**src/verilog/lane_err_params.svh**
```systemverilog
// constants of the lane error counter control block
// assumes: included by bare name by the package user files
`ifndef LANE_ERR_PARAMS_SVH
`define LANE_ERR_PARAMS_SVH

// register addresses, one byte register per lane, consecutive
`define LANE_ADDR_W     12
`define LANE5_ADDR      12'h485
`define LANE6_ADDR      12'h486
`define LANE7_ADDR      12'h487

// lanes handled here: 5, 6 and 7
`define FIRST_LANE      5
`define NUM_LANES       3

// field positions inside each lane register
`define ENABLE_MSB      5
`define ENABLE_LSB      3
`define CLEAR_MSB       2
`define CLEAR_LSB       0
`define RESERVED_MSB    7
`define RESERVED_LSB    6

// reset values of the fields
`define ENABLE_RESET    3'h7
`define CLEAR_RESET     3'h7

`endif

```
**src/verilog/lane_err_pkg.sv**
```systemverilog
// types of the lane error counter control block
// assumes: nothing beyond the params header
`default_nettype none

package lane_err_pkg;

  // one bit per decode error kind; order fixes the field bit positions
  typedef struct packed {
    logic ctrl_char;     // bit 2: unexpected control character
    logic missing_code;  // bit 1: code missing from table
    logic disparity;     // bit 0: running disparity error
  } err_code_type;

  // control fields of one lane
  typedef struct packed {
    err_code_type enable;
    err_code_type clear;
  } lane_ctrl_type;

  // state of the top module
  typedef struct packed {
    logic [7:0]             rdata;
    logic                   rvalid;
    err_code_type [2:0]     inc;
  } top_state_type;

endpackage

`default_nettype wire

```
**src/verilog/lane_ctrl_reg.sv**
```systemverilog
// one lane counter control register: enable and clear fields
// assumes: write select already decoded, same clock as the register port
`timescale 1ns/10ps
`default_nettype none
`include "lane_err_params.svh"

module lane_ctrl_reg
(
  // clock and reset
  input  wire logic                    mclk,
  input  wire logic                    rst_n,
  // register write
  input  wire logic                    wr_sel,
  input  wire logic [7:0]              wdata,
  // held control fields
  output var  lane_err_pkg::lane_ctrl_type ctrl
);

  lane_err_pkg::lane_ctrl_type ctrl_r;
  lane_err_pkg::lane_ctrl_type ctrl_nxt;

  always_comb
  begin
    ctrl_nxt = ctrl_r;
    // reserved bits 7:6 of wdata are never stored, so they cannot read back
    if (wr_sel)
    begin
      ctrl_nxt.enable = wdata[`ENABLE_MSB:`ENABLE_LSB];
      ctrl_nxt.clear  = wdata[`CLEAR_MSB:`CLEAR_LSB];
    end
  end

  always_ff @(posedge mclk)
  begin
    if (!rst_n)
    begin
      ctrl_r.enable <= `ENABLE_RESET;
      ctrl_r.clear  <= `CLEAR_RESET;
    end
    else
    begin
      ctrl_r <= ctrl_nxt;
    end
  end

  assign ctrl = ctrl_r;

endmodule

`default_nettype wire

```
**src/verilog/lane_err_ctrl.sv**
```systemverilog
// control of the decode error counters of lanes 5, 6 and 7
// assumes: decoder strobes and register port are on mclk; the
// counters themselves sit outside and obey count_inc / count_clear
//
// Behaviour
// - lanes 5-7: enable field bits 5:3
// - lanes 5-7: clear field bits 2:0, holds
// - bit2 control char, bit1 table, bit0 disparity
// - enable field resets to all ones
// - clear field resets to all ones
// - lane 6 and 7 at consecutive byte addresses
`timescale 1ns/10ps
`default_nettype none
`include "lane_err_params.svh"

module lane_err_ctrl
(
  // clock and reset
  input  wire logic                        mclk,
  input  wire logic                        rst_n,
  // register port
  input  wire logic                        reg_wr,
  input  wire logic                        reg_rd,
  input  wire logic [`LANE_ADDR_W-1:0]     reg_addr,
  input  wire logic [7:0]                  reg_wdata,
  output var  logic [7:0]                  reg_rdata,
  output var  logic                        reg_rvalid,
  // decoder error strobes, index 0 is lane 5
  input  wire lane_err_pkg::err_code_type [2:0] err_strobe,
  // counter controls, index 0 is lane 5
  output var  lane_err_pkg::err_code_type [2:0] count_inc,
  output var  lane_err_pkg::err_code_type [2:0] count_enable,
  output var  lane_err_pkg::err_code_type [2:0] count_clear
);

  ////////////////////////////////////////////////////////////////////
  // per lane registers and decode

  lane_err_pkg::lane_ctrl_type   ctrl [`NUM_LANES];
  logic [`NUM_LANES-1:0]         hit;
  logic [7:0]                    word [`NUM_LANES];
  lane_err_pkg::err_code_type    inc_nxt [`NUM_LANES];

  genvar g;
  generate
    for (g = 0; g < `NUM_LANES; g++)
    begin : lane
      localparam logic [`LANE_ADDR_W-1:0] LANE_ADDR = `LANE5_ADDR + `LANE_ADDR_W'(g);

      assign hit[g] = (reg_addr == LANE_ADDR);

      lane_ctrl_reg u_reg
      (
        .mclk   (mclk),
        .rst_n  (rst_n),
        .wr_sel (reg_wr && hit[g]),
        .wdata  (reg_wdata),
        .ctrl   (ctrl[g])
      );

      // reserved bits read back as zero
      assign word[g] = {2'h0, ctrl[g].enable, ctrl[g].clear};

      // a held clear wins over enable: a counter in reset never counts
      assign inc_nxt[g] = err_strobe[g] & ctrl[g].enable & ~ctrl[g].clear;

      assign count_enable[g] = ctrl[g].enable;
      assign count_clear[g]  = ctrl[g].clear;
    end
  endgenerate

  ////////////////////////////////////////////////////////////////////
  // read back and strobe gating

  lane_err_pkg::top_state_type st_r;
  lane_err_pkg::top_state_type st_nxt;

  always_comb
  begin
    st_nxt        = st_r;
    st_nxt.rvalid = reg_rd;
    // unmapped addresses answer zero, so the port never hangs
    st_nxt.rdata  = 8'h00;
    for (int i = 0; i < `NUM_LANES; i++)
    begin
      if (reg_rd && hit[i])
      begin
        st_nxt.rdata = word[i];
      end
      st_nxt.inc[i] = inc_nxt[i];
    end
  end

  always_ff @(posedge mclk)
  begin
    if (!rst_n)
    begin
      st_r <= '0;
    end
    else
    begin
      st_r <= st_nxt;
    end
  end

  assign reg_rdata  = st_r.rdata;
  assign reg_rvalid = st_r.rvalid;
  assign count_inc  = st_r.inc;

  genvar b;
  generate
    for (g = 0; g < `NUM_LANES; g++)
    begin : chk_lane
      for (b = 0; b < 3; b++)
      begin : chk_bit

      end

    end
  endgenerate
endmodule

`default_nettype wire

```
**config.mk**
```make
export PLATFORM = sky130hd
export DESIGN_NAME = lane_err_ctrl
export DESIGN_NICKNAME = d
export VERILOG_FILES = /design/src/verilog/lane_err_pkg.sv /design/src/verilog/lane_ctrl_reg.sv /design/src/verilog/lane_err_ctrl.sv
export VERILOG_INCLUDE_DIRS = /design/src /design/src/verilog
export SDC_FILE = /design/constraint.sdc
export NUM_CORES = 1
export LEC_CHECK = 0
export ABC_AREA = 0
export BUFFER_PORTS_ARGS = -buffer_cell sky130_fd_sc_hd__buf_2
export CORE_MARGIN = 2
export CORE_UTILIZATION = 35
export DETAILED_ROUTE_END_ITERATION = 10
export GPL_ROUTABILITY_DRIVEN = 0
export PLACE_DENSITY = 0.7
export SYNTH_ARGS = -nofsm -noshare
export SYNTH_HDL_FRONTEND = slang
export SYNTH_HIERARCHICAL = 1
export SYNTH_SLANG_ARGS = --single-unit
```
**constraint.sdc**
```tcl
create_clock -name mclk -period 1.86 [get_ports mclk]
set_input_delay 0.279 -clock mclk [delete_from_list [all_inputs] [get_ports mclk]]
set_output_delay 0.279 -clock mclk [all_outputs]
set_load 0.005 [all_outputs]
```
==> summary.txt, run 1 <==
Clock network
  – Worst-Skew Late Latency: 0.28 ns
  – CTS Buf Count: 5
  – Post-CTS Setup Repair Bufs: 0
  – H-tree levels: 2
  – Clock-pin slew on the worst setup and hold paths: 0.07 ns
  – Hold-fix buffer count after cts: 0
  – Sink Count: 34
  – Clock Tree Buf Depth: 2
  – CTS root buffer: clkbuf_8
  – CTS tree: built
  – Post_cts resized: 0

Drt
  – Wire per inst: 13.1 um
  – Post-DRT Antenna Nets: 0
  – Via Count: 1163
  – Iteration-0 DRC Markers: 62
  – Post-DR vias/cell: 4.87
  – Iteration count of the initial detailed-routing pass: 4
  – Drt total wl: 3.14 mm
  – Post-route DRC: 0

Die
  – Die Ht: 64.9 um
  – Initial Util: 0.360
  – Die boundary width: 64.9 um
  – Std cell rows: 22
  – Die area: 4210 um2
  – Core Area: 3610 um2
  – Io pins: 69

Run status
  – Status: finished, final reports clean

Place
  – Worst slack, placed: 0.134 ns
  – Inst Count DP: 232
  – Hpwl dp: 2.36 mm
  – I/O Buffers: 64

Worst hold path
  – Hold Crit Class: input port to flip-flop
  – Hold depth: 2

Setup path
  – CP endpoint kind: flip-flop
  – Data required, critical path: 2.03 ns
  – Crit path max fanout: 6
  – Critical path buffer and inverter count: 2
  – Delay-heaviest family, CP: simple AND/OR/NAND/NOR gates
  – CP peak stage delay: 0.53 ns
  – Cells on worst reg2reg path: 2
  – CP Cell Sequence: buf_2 > or4b_4 > nor3_1 > buf_4 > mux2i_1 > nand2_1
  – Startpoint types: input port
  – Critical path class: input port to flip-flop
  – Slowest stage cell, crit path: or4b_4
  – Cell depth of the worst setup path: 6
  – Crit path arrival time: 1.59 ns

STA
  – Max-slew violations: 0
  – Final hold vios: 0
  – Min setup slack post-route: 0.441 ns
  – Fin Hold WS: 0.243 ns
  – Max Clock Skew: 0.00339 ns
  – Minimum clock period: 1.42 ns
  – Post-route clock period utilization: 0.763
  – Setup TNS: 0 ns
  – Final Setup Violations: 0
  – FMAX: 0.705 GHz
  – RSZ-0062 raised after global routing: no

Global routing
  – Vias in the first global route: 1080
  – Total global routing overflow: 0
  – Largest net degree at the start of global routing: 28
  – Global-route usage over all layers: 0.160
  – First-pass GRT wire length: 5.07 mm
  – Initial antenna violation count: 0

Flow run
  – Max-cap violations: 0

Yosys
  – Register area share after synthesis: 0.524
  – Most frequent cell after synthesis: dfxtp_1
  – Fraction of registers with async set/reset: 0
  – Top post-synthesis cells by count: dfxtp_1 (34), nand2_1 (26), mux2i_1 (18)
  – Distinct cell type count after synthesis: 19
  – Post-synth top flop: dfxtp_1
  – Yosys top cell by area: dfxtp_1
  – Register bit total from synthesis: 34
  – Synth area leaders: dfxtp_1 (52%), mux2i_1 (14%), nand2_1 (7.5%)
  – Mapped Area: 1300 um2
  – Yosys top cell area share: 0.524
  – EDFF count, synth: 0
  – Warnings from Yosys: 6
  – Synth Instances: 121
  – Mean Syn Cell Area: 10.7 um2

Cells and area
  – Area grow syn2layout: 36.8%
  – Fillers: 347
  – Inserted Diodes: 0
  – Layout cells sized above 1: 0.419
  – Total Nets Final: 224
  – Final Non-Filler Cells: 239

Power and ir drop
  – Static Leak: 0.780 nW
  – Max VDD drop: 466 uV
  – Pwr dens: 836 nW/um2
-- flip-flops by register name, indices dropped and copies added, names as in the netlist --
signal and count:
lane.u_reg/ctrl 18, count_inc 9, reg_rdata 6, reg_rvalid 1
-- metrics by stage --
step / utilization / instance area [um2] / power, mW
after CTS: 0.493 / 1780 / 1.50
after floorplan: - / 1300 / 0.775
after global routing: 0.493 / 1780 / 1.54
after global placement: 0.461 / 1660 / 0.823
final: 0.493 / 1780 / 1.49
after detailed placement: 0.461 / 1660 / 0.824
-- path summary, 6_finish.rpt --
kind                                      startpoint                                  to  slack [ns]
setup / recovery                         reg_addr[9]  lane[1].u_reg/ctrl[4]$_SDFFE_PN1P_        0.44
hold / removal                                reg_rd               reg_rvalid$_SDFF_PN0_        0.24
setup reg to reg  lane[1].u_reg/ctrl[0]$_SDFFE_PN1P_             reg_rdata[0]$_SDFF_PN0_        1.10
hold reg to reg   lane[0].u_reg/ctrl[5]$_SDFFE_PN1P_             reg_rdata[5]$_SDFF_PN0_        0.49
-- cell families after synthesis --
kind of cell           synth area share
other                           0.00289
AO/OA/AOI/OAI                    0.0636
flip-flops                        0.524
buffers and inverters            0.0491
AND/OR/NAND/NOR                   0.222
multiplexers                      0.139
-- layer usage --
layer / part of all wire / wire length [um] / GRT usage / vias to the layer above
met4: 0.020 / 63 / 0.0904 / 0
li1: - / - / - / 569
met5: 0 / 0 / 0 / -
met2: 0.43 / 1360 / 0.226 / 61
met3: 0.083 / 261 / 0.0573 / 5
met1: 0.46 / 1450 / 0.210 / 528
-- where the power goes --
group,internal (mW),total (mW),leakage [nW],switching (mW)
clock network,0.428,0.677,0.0573,0.249
logic,0.0373,0.0785,0.448,0.0413
registers,0.729,0.729,0.275,0.000262
-- worst reg2reg max path: cells and delay by family, from the launching register on --
| kind | cells | cell delay, ns |
|---|---|---|
| DFF | 1 | 0.35 |
| AOI/OAI and AO/OA | 2 | 0.29 |
-- layout make-up --
type	count	area (um2)	area share
clock inverter	1	30.0	0.0169
tap	48	60.1	0.0338
sequential	34	681	0.383
timing repair buffer	70	365	0.206
clock buffer	6	82.6	0.0465
multi-input combinational	80	558	0.314
-- cells in the final DEF, fill, tap and decap left out, types with 2 or more instances in the layout --
master    count
nor2b_1       2
buf_4         6
clkbuf_8      6
nand3_1       2
buf_2        64
nand2_1      26
a21oi_1       6
o221ai_1      6
nor4b_2       2
and4b_1       9
dfxtp_1      34
mux2i_1      18
conb_1        2
nor3_1        2
Power figures use the tool's default switching activity.
==> inputs of run 2 (changes only) <==
clock period = 1.4 ns   (was 1.86 ns; I/O delays follow)
==> summary.txt, run 2 (synthesis gave the netlist of run 1 again) <==
STA
  – Post-route clock period utilization: 0.947
  – Setup TNS: 0 ns
  – Minimum clock period: 1.33 ns
  – RSZ-0062 raised after global routing: no
  – Min setup slack post-route: 0.0742 ns
  – FMAX: 0.754 GHz
  – Final Setup Violations: 0
  – Max Clock Skew: 0.00300 ns
  – Max-slew violations: 0
  – Final hold vios: 0

Drt
  – Highest metal used: met4
  – Post-route DRC: 0
  – Post-DRT Antenna Nets: 0
  – Routed wl met2: 1.40 mm
  – Routed wl met3: 300 um
  – Iteration count of the initial detailed-routing pass: 4
  – Iteration-0 DRC Markers: 60
  – Wire per inst: 13.1 um
  – Drt total wl: 3.20 mm
  – Post-DR vias/cell: 4.85
  – Met1 WL: 1.46 mm
  – Via Count: 1184

Place
  – Hpwl dp: 2.42 mm
  – I/O Buffers: 64
  – Worst slack, placed: -0.224 ns

Setup path
  – CP endpoint kind: flip-flop
  – Delay-heaviest family, CP: simple AND/OR/NAND/NOR gates
  – Startpoint types: input port
  – Flop2flop setup slack: 0.62 ns
  – CP peak stage delay: 0.54 ns
  – Crit path max fanout: 6
  – CP Cell Sequence: buf_2 > or4b_4 > nor3_2 > buf_4 > mux2i_1 > nand2_1
  – Critical path buffer and inverter count: 2
  – Slowest stage cell, crit path: or4b_4
  – Critical path class: input port to flip-flop
  – Data required, critical path: 1.56 ns
  – Crit path arrival time: 1.49 ns

Worst hold path
  – Hold Crit Class: input port to flip-flop

Die
  – Core Area: 3610 um2
  – Die boundary width: 64.9 um
  – Io pins: 69
  – Die Ht: 64.9 um
  – Initial Util: 0.360
  – Std cell rows: 22
  – Die area: 4210 um2

Cells and area
  – Max FFs per register: 18
  – Inserted Diodes: 0
  – Area grow syn2layout: 40.3%
  – Commonest cells after routing, fill and taps aside: buf_2 (64), dfxtp_1 (34), nand2_1 (26), mux2i_1 (18), buf_4 (10)
  – Total Nets Final: 228
  – Fillers: 359
  – Most common cell after layout, fill and taps aside: buf_2
  – Layout cells sized above 1: 0.444

Global routing
  – Largest net degree at the start of global routing: 28
  – First-pass GRT wire length: 5.09 mm
  – Total global routing overflow: 0
  – Initial antenna violation count: 0
  – Vias in the first global route: 1067
  – Global-route usage over all layers: 0.159

Clock network
  – H-tree levels: 2
  – Hold-fix buffer count after cts: 0
  – Post_cts resized: 0
  – CTS tree: built
  – Post-CTS Setup Repair Bufs: 0
  – Clock Tree Buf Depth: 2
  – Clock-pin slew on the worst setup and hold paths: 0.07 ns
  – CTS Buf Count: 5
  – Worst-Skew Late Latency: 0.28 ns
  – CTS root buffer: clkbuf_8
  – Sink Count: 34

Run status
  – Status: finished, final reports clean

Power and ir drop
  – Static Leak: 0.805 nW
  – Max VDD drop: 562 uV
  – Final Total Pwr: 1.95 mW
  – Pwr dens: 1070 nW/um2

Flow run
  – Max-cap violations: 0
## run 2: cell count changes in the layout (fill, tap and decap cells not counted), sizes merged
cell    delta
buf        +4
clkinv     +2
clkbuf     -1
## run 2: per-stage QoR
step,std cells,hold WS (ns),util,cell area (um2)
finish,244,0.180,0.505,1820
detailed placement,236,0.468,0.470,1690
global placement,236,0.465,0.470,1690
floorplan,122,0.272,-,1300
CTS,244,0.170,0.500,1800
global route,244,0.185,0.505,1820
## run 2: worst paths after layout
path,from,end,depth (start not counted)
min,reg_rd,reg_rvalid$_SDFF_PN0_,2
max,reg_addr[9],lane[1].u_reg/ctrl[0]$_SDFFE_PN1P_,6
max reg2reg,lane[1].u_reg/ctrl[5]$_SDFFE_PN1P_,reg_rdata[5]$_SDFF_PN0_,2
min reg2reg,lane[0].u_reg/ctrl[4]$_SDFFE_PN1P_,reg_rdata[4]$_SDFF_PN0_,2
## run 2: layout make-up
class / instances / area, um2 / area share
Tap cell: 48 / 60.1 / 0.0330
Multi-Input combinational cell: 80 / 577 / 0.317
Timing Repair Buffer: 74 / 395 / 0.217
Clock buffer: 5 / 68.8 / 0.0378
Clock inverter: 3 / 40.0 / 0.0220
Sequential cell: 34 / 681 / 0.374
## run 2: worst register-to-register path, cell delays in order (launching register included)
cell      delay (ns)
dfxtp_1         0.40
o221ai_1        0.13
a21oi_1         0.18
## run 2: report_power, final
group	switching [mW]	internal [mW]	total (mW)	leakage [nW]
sequential	0.000336	0.968	0.969	0.275
combinational	0.0596	0.0561	0.116	0.472
clock	0.341	0.523	0.864	0.0579
## run 2: per-layer routing
layer,up-vias,track usage
met5,-,0
met4,0,0.0771
met3,5,0.0521
met2,62,0.226
met1,537,0.214
li1,580,-
